File: config.mk
export PLATFORM = sky130hd
export DESIGN_NAME = csf_status
export DESIGN_NICKNAME = d
export VERILOG_FILES = /design/src/rtl/csf_pkg.sv /design/src/rtl/csf_status.sv /design/src/rtl/csf_sticky.sv
export SDC_FILE = /design/constraint.sdc
export NUM_CORES = 1
export LEC_CHECK = 0
export BUFFER_PORTS_ARGS = -buffer_cell sky130_fd_sc_hd__buf_2
export CORE_UTILIZATION = 46
export CTS_CLUSTER_DIAMETER = 200
export CTS_CLUSTER_SIZE = 40
export DETAILED_ROUTE_END_ITERATION = 10
export GPL_TIMING_DRIVEN = 0
export PLACE_DENSITY = 0.8
export SLEW_MARGIN = 20
export SYNTH_ARGS = -nofsm -noshare
export SYNTH_HDL_FRONTEND = slang
export SYNTH_HIERARCHICAL = 1
export SYNTH_SLANG_ARGS = --single-unit
File: constraint.sdc
create_clock -name clk_sys -period 1.5 [get_ports clk_sys]
set_input_delay 0.075 -clock clk_sys [delete_from_list [all_inputs] [get_ports clk_sys]]
set_output_delay 0.075 -clock clk_sys [all_outputs]
set_load 0.01 [all_outputs]
File: src/rtl/csf_pkg.sv
// Constants and carrier types for the CPU status flag bank
package csf_pkg;

  // Register word offsets
  localparam logic [3:0] OFF_STATUS     = 4'h0;
  localparam logic [3:0] OFF_CORE_CTRL  = 4'h1;
  localparam logic [3:0] OFF_INT_CTRL1  = 4'h2;
  localparam logic [3:0] OFF_IRQ_STATUS = 4'h3;
  localparam logic [3:0] OFF_IRQ_CLEAR  = 4'h4;
  localparam logic [3:0] OFF_IRQ_ENABLE = 4'h5;

  // Status word field positions
  localparam int BIT_OVF_A     = 15;
  localparam int BIT_OVF_B     = 14;
  localparam int BIT_SAT_A     = 13;
  localparam int BIT_SAT_B     = 12;
  localparam int BIT_ANY_OVF   = 11;
  localparam int BIT_ANY_SAT   = 10;
  localparam int BIT_LOOP      = 9;
  localparam int BIT_PRIO_LO   = 5;
  localparam int PRIO_LO_W     = 3;

  // Core control and interrupt control one fields
  localparam int BIT_PRIO_TOP  = 3;
  localparam int BIT_NEST_DIS  = 15;

  // Event interrupt bits
  localparam int EVT_SAT_A     = 0;
  localparam int EVT_SAT_B     = 1;
  localparam int EVT_OVF_A     = 2;
  localparam int EVT_OVF_B     = 3;
  localparam int EVT_W         = 4;

  // Reset values
  localparam logic [15:0] RST_WORD = 16'h0000;
  localparam logic [2:0]  RST_PRIO = 3'h0;
  localparam logic [3:0]  RST_EVT  = 4'h0;

  typedef struct packed {
    logic        wr;
    logic        rd;
    logic [3:0]  addr;
    logic [15:0] wdata;
  } csf_bus_req_t;

  typedef struct packed {
    logic ovf_a;
    logic ovf_b;
    logic sat_a;
    logic sat_b;
    logic loop_run;
  } csf_core_evt_t;

endpackage

File: src/rtl/csf_status.sv
// CPU status word, core control and interrupt bank
//
// Local design decisions: the register offsets and the strobed register port.
`timescale 1ns/10ps

// Notes on behaviour
// - Bits 15, 14 show A/B overflow, read-only
// - Bits 13, 12 sticky saturation until cleared
// - Bit 10 ORs saturation; clearing clears both
// - Bit 9 high while repeat loop runs
// - Priority level is top bit over field
// - Top priority bit set blocks user interrupts
// - Nesting disable makes priority field read-only
module csf_status #(
  parameter int ADDR_W = 4
) (
  input  wire logic                   clk_sys,
  input  wire logic                   rst_b,
  input  wire csf_pkg::csf_bus_req_t  bus,
  output logic [15:0]                 rdata,
  input  wire csf_pkg::csf_core_evt_t core_evt,
  output logic [3:0]                  cpu_priority_level,
  output logic                        user_irq_block,
  output logic                        irq
);

  if (ADDR_W != 4) begin : g_bad_addr
    $error("csf_status serves a four-bit word address only");
  end

  logic        acc_a_overflow;
  logic        acc_b_overflow;
  logic        acc_a_saturated;
  logic        acc_b_saturated;
  logic        any_acc_overflow;
  logic        any_acc_saturated;
  logic        loop_active;
  logic [2:0]  priority_low_field;
  logic        priority_top_bit;
  logic        nesting_disable;
  logic [3:0]  irq_enable;
  logic [3:0]  irq_status;
  logic [1:0]  sat_q;
  logic [1:0]  sat_set;
  logic [1:0]  sat_clr;
  logic [3:0]  evt_set;
  logic [3:0]  evt_clr;
  logic        wr_status;
  logic [15:0] cpu_status_word;
  logic [15:0] next_rdata;

  // Address decode
  function automatic logic hit(input logic [3:0] a,
                               input logic [3:0] off);
    hit = (a == off);
  endfunction

  assign wr_status = bus.wr && hit(bus.addr, csf_pkg::OFF_STATUS);

  // Overflow flags follow the datapath
  always_ff @(posedge clk_sys or negedge rst_b) begin
    if (!rst_b) begin
      acc_a_overflow <= 1'b0;
      acc_b_overflow <= 1'b0;
    end else begin
      acc_a_overflow <= core_evt.ovf_a;
      acc_b_overflow <= core_evt.ovf_b;
    end
  end

  assign any_acc_overflow = acc_a_overflow | acc_b_overflow;

  // Saturation flags, clear-only from software
  assign sat_set = {core_evt.sat_b, core_evt.sat_a};
  assign sat_clr[0] = wr_status &&
    (!bus.wdata[csf_pkg::BIT_SAT_A] ||
     !bus.wdata[csf_pkg::BIT_ANY_SAT]);
  assign sat_clr[1] = wr_status &&
    (!bus.wdata[csf_pkg::BIT_SAT_B] ||
     !bus.wdata[csf_pkg::BIT_ANY_SAT]);

  csf_sticky #(
    .W (2)
  ) u_sat (
    .clk_sys (clk_sys),
    .rst_b   (rst_b),
    .set     (sat_set),
    .clr     (sat_clr),
    .q       (sat_q)
  );

  assign acc_a_saturated   = sat_q[0];
  assign acc_b_saturated   = sat_q[1];
  assign any_acc_saturated = acc_a_saturated | acc_b_saturated;

  // Repeat loop indicator
  always_ff @(posedge clk_sys or negedge rst_b) begin
    if (!rst_b) begin
      loop_active <= 1'b0;
    end else begin
      loop_active <= core_evt.loop_run;
    end
  end

  // Low priority field
  always_ff @(posedge clk_sys or negedge rst_b) begin
    if (!rst_b) begin
      priority_low_field <= csf_pkg::RST_PRIO;
    end else if (wr_status && !nesting_disable) begin
      priority_low_field <= bus.wdata[csf_pkg::BIT_PRIO_LO +: 3];
    end
  end

  // Core control and interrupt control one
  always_ff @(posedge clk_sys or negedge rst_b) begin
    if (!rst_b) begin
      priority_top_bit <= 1'b0;
      nesting_disable  <= 1'b0;
    end else if (bus.wr) begin
      if (hit(bus.addr, csf_pkg::OFF_CORE_CTRL)) begin
        priority_top_bit <= bus.wdata[csf_pkg::BIT_PRIO_TOP];
      end
      if (hit(bus.addr, csf_pkg::OFF_INT_CTRL1)) begin
        nesting_disable <= bus.wdata[csf_pkg::BIT_NEST_DIS];
      end
    end
  end

  // Values the priority registers take at this edge
  function automatic logic next_top();
    next_top = (bus.wr && hit(bus.addr, csf_pkg::OFF_CORE_CTRL)) ?
               bus.wdata[csf_pkg::BIT_PRIO_TOP] : priority_top_bit;
  endfunction

  function automatic logic [2:0] next_low();
    next_low = (wr_status && !nesting_disable) ?
               bus.wdata[csf_pkg::BIT_PRIO_LO +: 3] : priority_low_field;
  endfunction

  // Priority level and user interrupt block
  always_ff @(posedge clk_sys or negedge rst_b) begin
    if (!rst_b) begin
      cpu_priority_level <= 4'h0;
      user_irq_block     <= 1'b0;
    end else begin
      cpu_priority_level <= {next_top(), next_low()};
      user_irq_block     <= next_top();
    end
  end

  // Event interrupts
  always_comb begin
    evt_set = csf_pkg::RST_EVT;
    evt_set[csf_pkg::EVT_SAT_A] = core_evt.sat_a;
    evt_set[csf_pkg::EVT_SAT_B] = core_evt.sat_b;
    evt_set[csf_pkg::EVT_OVF_A] = core_evt.ovf_a && !acc_a_overflow;
    evt_set[csf_pkg::EVT_OVF_B] = core_evt.ovf_b && !acc_b_overflow;
  end

  assign evt_clr = (bus.wr && hit(bus.addr, csf_pkg::OFF_IRQ_CLEAR)) ?
                   bus.wdata[3:0] : 4'h0;

  csf_sticky #(
    .W (csf_pkg::EVT_W)
  ) u_evt (
    .clk_sys (clk_sys),
    .rst_b   (rst_b),
    .set     (evt_set),
    .clr     (evt_clr),
    .q       (irq_status)
  );

  always_ff @(posedge clk_sys or negedge rst_b) begin
    if (!rst_b) begin
      irq_enable <= csf_pkg::RST_EVT;
    end else if (bus.wr && hit(bus.addr, csf_pkg::OFF_IRQ_ENABLE)) begin
      irq_enable <= bus.wdata[3:0];
    end
  end

  assign irq = |(irq_status & irq_enable);

  // Status word image
  always_comb begin
    cpu_status_word = csf_pkg::RST_WORD;
    cpu_status_word[csf_pkg::BIT_OVF_A]   = acc_a_overflow;
    cpu_status_word[csf_pkg::BIT_OVF_B]   = acc_b_overflow;
    cpu_status_word[csf_pkg::BIT_SAT_A]   = acc_a_saturated;
    cpu_status_word[csf_pkg::BIT_SAT_B]   = acc_b_saturated;
    cpu_status_word[csf_pkg::BIT_ANY_OVF] = any_acc_overflow;
    cpu_status_word[csf_pkg::BIT_ANY_SAT] = any_acc_saturated;
    cpu_status_word[csf_pkg::BIT_LOOP]    = loop_active;
    cpu_status_word[csf_pkg::BIT_PRIO_LO +: 3] = priority_low_field;
  end

  // Read mux
  always_comb begin
    next_rdata = 16'h0000;
    if (bus.rd) begin
      case (bus.addr)
        csf_pkg::OFF_STATUS:     next_rdata = cpu_status_word;
        csf_pkg::OFF_CORE_CTRL:
          next_rdata[csf_pkg::BIT_PRIO_TOP] = priority_top_bit;
        csf_pkg::OFF_INT_CTRL1:
          next_rdata[csf_pkg::BIT_NEST_DIS] = nesting_disable;
        csf_pkg::OFF_IRQ_STATUS: next_rdata[3:0] = irq_status;
        csf_pkg::OFF_IRQ_ENABLE: next_rdata[3:0] = irq_enable;
        default:                 next_rdata = 16'h0000;
      endcase
    end
  end

  always_ff @(posedge clk_sys or negedge rst_b) begin
    if (!rst_b) begin
      rdata <= 16'h0000;
    end else begin
      rdata <= next_rdata;
    end
  end

  logic rd_status;
  assign rd_status = bus.rd && hit(bus.addr, csf_pkg::OFF_STATUS);
endmodule

File: src/rtl/csf_sticky.sv
// Sticky flag bank, set wins over clear
`timescale 1ns/10ps
module csf_sticky #(
  parameter int W = 2
) (
  input  wire logic         clk_sys,
  input  wire logic         rst_b,
  input  wire logic [W-1:0] set,
  input  wire logic [W-1:0] clr,
  output logic      [W-1:0] q
);

  if (W < 1) begin : g_bad_w
    $error("csf_sticky needs W of at least one");
  end

  always_ff @(posedge clk_sys or negedge rst_b) begin
    if (!rst_b) begin
      q <= '0;
    end else begin
      q <= (q & ~clr) | set;
    end
  end

endmodule

# Word-level counts from Yosys, hierarchy flattened
# Index checks and enable logic that the tools add are counted.
dict set report classes {
  addsub 0
  mul 0
  div_mod_pow 0
  order_cmp 0
  n_eq_ne 5
  shifts 0
  n_mux 8
  bitwise 9
  n_reduce_logical 21
}
# op count
set op_table {}
lappend op_table {{16-bit 2-to-1 mux} 1}
lappend op_table {{11-bit 2-to-1 mux} 1}
lappend op_table {{1-bit logical AND} 9}
lappend op_table {{4-bit AND} 2}
lappend op_table {{4-bit by 2-bit == test with 1-bit output (second input constant)} 2}
lappend op_table {{4-bit by 3-bit == test with 1-bit output (second input constant)} 2}
lappend op_table {{1-bit zero test} 6}
lappend op_table {{3-bit case mux with 2 select lines} 1}
lappend op_table {{4-bit by 1-bit == test with 1-bit output (second input constant)} 1}
lappend op_table {{4-bit zero test} 1}
lappend op_table {{4-bit 2-to-1 mux} 1}
lappend op_table {{4-bit NOT} 1}
lappend op_table {{4-bit OR} 1}
lappend op_table {{2-bit AND reduction} 2}
lappend op_table {{4-bit OR reduction} 1}
lappend op_table {{3-bit 2-to-1 mux} 1}
lappend op_table {{1-bit case mux with 3 select lines} 1}
lappend op_table {{2-bit AND} 1}
lappend op_table {{1-bit logical OR} 2}
lappend op_table {{2-bit NOT} 1}
lappend op_table {{1-bit OR} 2}
lappend op_table {{2-bit OR} 1}
lappend op_table {{1-bit case mux with 2 select lines} 1}
lappend op_table {{1-bit 2-to-1 mux} 1}
dict set report word_totals {
  ff_bits 39
  latch_bits 0
  ram_bits 0
  mem_bits_ro 0
  in_bits 29
  output_inout_bits 22
  wordCells 55
  mem_count 0
}

# Depth between registers and ports, before layout
dict set report depth {
  depth_word 6
  ltp_mapped 6
  ltp_nobuf 5
}

# By module
# Netlist, hierarchy kept.
# mod instances cells_per_inst area_per_inst_um2 seq_area_each_um2
set modules_own_cells {}
lappend modules_own_cells {csf_status 1 85 1131.1 675.6}
lappend modules_own_cells {{csf_sticky at u_evt} 1 12 145.1 100.1}
lappend modules_own_cells {{csf_sticky at u_sat} 1 6 72.6 50.0}

# Worst setup path before layout
# Ideal clock, no wire load.
dict set report synth_path {
  kind {register -> register}
  startpoint {reg irq_enable[3]}
  endpoint {reg rdata[3]}
  t_arrival_ps 957
  t_required_ps 1422
  slack_ps 465
  path_stages_with_launch 4
  path_buffers 0
  synth_period_minus_slack_ps 1035
  path_cell_list {dfrtp_1 -> mux2i_1 -> or4b_1 -> a21boi_1}
}
dict set report synth_via {
  elab_chain_cells 2
}
# element line
set synth_lines {}
lappend synth_lines {{start, declared} csf_status.sv:41} ;# logic [3:0] irq_enable;
lappend synth_lines {{start signal, assigned} csf_status.sv:175} ;# irq_enable <= csf_pkg::RST_EVT;
lappend synth_lines {{start signal, assigned} csf_status.sv:177} ;# irq_enable <= bus.wdata[3:0];
lappend synth_lines {{1-bit case mux with 3 select lines} csf_status.sv:200} ;# case (bus.addr)
lappend synth_lines {{16-bit 2-to-1 mux} csf_status.sv:199} ;# if (bus.rd) begin
lappend synth_lines {{via next_rdata[3]} csf_status.sv:50} ;# logic [15:0] next_rdata;
lappend synth_lines {{end signal, assigned} csf_status.sv:217} ;# rdata <= next_rdata;
lappend synth_lines {{end, declared} csf_status.sv:20} ;# output logic [15:0] rdata,
# The timed path passes the listed nets, and every way through them passes these cells.
# A chain may end at the register's enable or synchronous reset.

# Final worst setup path
dict set report layout_path {
  startpoint {in bus[20] in the netlist's numbering}
  endpoint {reg rdata[9]}
}
dict set report layout_via {
  elab_chain_cells 1
}
# element line
set layout_lines {}
lappend layout_lines {{start, declared} csf_status.sv:19} ;# input wire csf_pkg::csf_bus_req_t bus,
lappend layout_lines {{16-bit 2-to-1 mux} csf_status.sv:199}
lappend layout_lines {{via next_rdata[9]} csf_status.sv:50}
# The timed path passes the listed nets, and every way through them passes these cells.

==> metrics.txt <==
synth top area cells=dfrtp_1 61%, mux2_2 7.5%, and2_1 5.1%; startpoint types=primary input; Critical Path End Type=flip-flop; Cells on Worst Hold Path=3; Max Clk Rate=~780 MHz; Worst EP arrival=1.55 ns; most common cell in the netlist=dfrtp_1; WP data required=~1.8 ns; Hold Violations, Final=0; sequential share of the synthesized area=just over 60%; Synth async-reset ratio=100%; share of layout cells above drive strength 1=between 40% and 50%; Logic pwr share=between 10% and 20%; Synth Register Bits=33; CTS clk-pin slew, worst paths=0.10 ns; worst hold path class=in -> reg; largest net degree at the start of global routing=34; Setup Viol. Count Final=0; Max VDD drop=a little over 0.9 mV; Psw=0.467 mW; IO Count=51; Die H=between 50 and 60 um; Net Sw Frac=roughly a quarter; initial antenna violation count=0; port bufs=42; reg2reg start=irq_enable[3]; clock buffer depth=2; hold path endpoint=rdata[11]; CTS buffer count=5; Static Leak=0.893 nW; Clk Latency, worst-skew pair=0.34 ns; Vias=1000; status=completed; Internal Power=1.40 mW; vias in the first global route=1016; RSZ-0062 raised after global routing=false; Clock Sinks=33; Crit Path Class=in -> reg; post-layout minimum cycle time=~1.3 ns; pwr dens=approximately 1000 nW/um2; crit-path max cell delay=0.53 ns; floorplan core area=around 2800 um2; FF-to-FF setup slack=between 0.3 and 0.4 ns; RePlAce Congestion=0.798; Post-synth EDFFs=0; fin worst setup slack=0.221 ns; final core utilization=between 60% and 70%; sequential power share=54.4%; setup bufs post-CTS=0; wire length of the first global-routing pass=around 4400 um; root buf cell=clkbuf_4; Yosys cell types=24; Via density=~5; Cells after Synth=103; TritonCTS clock tree=done; Max Clock Skew=~0.008 ns; Die Width=between 50 and 60 um; Layout Nets=a little under 200; Slew Viols, Final=0; Max FO, Critical Path=9; H-Tree Depth=2; Max-Cap Viols=0; post-CTS sizing=0; Crit-path slowest cell=dlygate4sd3_1; Synth top cells by count=33 x dfrtp_1, 11 x and2_1, 9 x mux2_2, 6 x a21o_1, 6 x inv_1; setup tns final=0 ns; final period utilization=around 85%; power share of the clock group=30.2%; grt ovf=0; pre-CTS WS=a little over 0.3 ns; dominant synthesized flop cell=dfrtp_1; post-synthesis cell area=1350 um2; final WL=2600 um; initial core utilization=between 40% and 50%; Post-DP HPWL=1790 um; drt wl/cell=~13 um; area delta synth->final=35.1%; Core Rows=19; Initial DRC Count=19; Synth warnings=6; Die Area=roughly 3200 um2; cell taking the most area after synthesis=dfrtp_1; Critical Path, Cell by Cell=dlygate4sd3_1 > buf_2 > or4b_4 > nor2_4 > and2_1; ANT cells=0; top cell type's share of synthesized area=between 60% and 70%; Total GRT Usage=roughly a fifth; hold_sp=bus[17]; average size of a mapped cell=~13 um2; post-route ant nets=0; Worst Tran Pin Value=between 0.6 and 0.7 ns; end of the worst register-to-register path=rdata[3]; worst reg2reg path depth=3; Slew HR=approximately 54%; DR DRC count=0; Detailed Routing Iterations Pass 1=4
[placed cells by master (no fill, tap or decap), types with 2 or more instances in the layout]
master | Yosys | routed
mux2i_1 | 2 | 2
and4bb_2 | 2 | 2
dfrtp_1 | 33 | 33
o21a_1 | 2 | 2
nor2b_1 | 5 | 5
clkbuf_4 | 0 | 5
buf_4 | 3 | 3
dlygate4sd3_1 | 0 | 15
buf_2 | 0 | 42
clkbuf_8 | 0 | 2
a22oi_1 | 5 | 5
inv_1 | 6 | 6
nand2_1 | 2 | 2
nor2_1 | 3 | 3
a21oi_1 | 2 | 2
conb_1 | 1 | 2
nand4b_1 | 3 | 3
a21o_1 | 6 | 6
and2_1 | 11 | 11
mux2_2 | 9 | 9
[worst max-delay path, delay by kind of cell]
family | cells | cell delay [ns]
simple gates | 3 | 0.83
buf+inv | 2 | 0.66
[area by class of cell]
cell class,instances,area (um2)
tap,31,38.8
inverter,6,22.5
clock inverter,1,5.00
timing repair buffer,57,360
buffer,4,33.8
clock buffer,7,65.1
sequential,33,826
fill,219,936
multi-input combinational,61,470
[worst max-delay path by stage]
stage	startpoint	end	slack [ns]	cells after the start
after floorplan	irq_enable[3]	rdata[3]	0.47	3
after global placement	bus[16]	rdata[12]	0.33	4
after detailed placement	bus[16]	rdata[9]	0.31	4
after CTS	bus[20]	rdata[9]	0.22	5
after global routing	u_evt/q[3]	irq	0.15	3
final	bus[20]	rdata[9]	0.22	5
[flip-flops by register name (all words and copies together), names as in the netlist]
name and count:
nesting_disable 1, acc_b_overflow 1, cpu_priority_level 4, acc_a_overflow 1, u_evt/q 4, priority_top_bit 1
irq_enable 4, rdata 14, loop_active 1, u_sat/q 2
[power by group through the flow]
stage / logic, mW / registers (mW) / clock network [mW]
finish: 0.287 / 1.02 / 0.564
CTS: 0.290 / 1.02 / 0.576
global route: 0.320 / 1.03 / 0.634
floorplan: 0.128 / 1.04 / 0
global placement: 0.253 / 1.03 / 0
detailed placement: 0.260 / 1.03 / 0
[metrics by stage]
step           power, mW  area (um2)  std cells  hold WS (ns)
6_report            1.87        1820        200        0.0336
5_1_grt             1.98        1820        200        0.0303
4_1_cts             1.88        1820        200        0.0261
3_5_place_dp        1.29        1600        177         0.164
3_3_place_gp        1.28        1600        177         0.150
2_1_floorplan       1.17        1350        104        -0.221
[per-layer routing]
| metal | track usage [%] | up-vias | share of wire, % |
|---|---|---|---|
| met1 | 22.6 | 471 | 42 |
| li1 | - | 479 | - |
| met3 | 7.91 | 9 | 6.8 |
| met4 | 8.71 | 0 | 2.4 |
| met2 | 30.8 | 41 | 48 |
| met5 | 0 | - | 0 |
[kinds of logic (layout without fill, tap and decap cells)]
logic type | count (synthesis) | count (layout) | share of synthesized area (%)
compound gates | 16 | 16 | 8.53
mux | 11 | 11 | 9.00
simple gates | 32 | 32 | 16.8
buf+inv | 10 | 75 | 4.17
other cells | 1 | 2 | 0.278
flops | 33 | 33 | 61.2
[what timing repair did]
action	in CTS	in global routing
setup endpoints to repair	0	0
hold endpoints to repair	51	0
hold buffers	15	0
(Power assumes the default switching activity.)
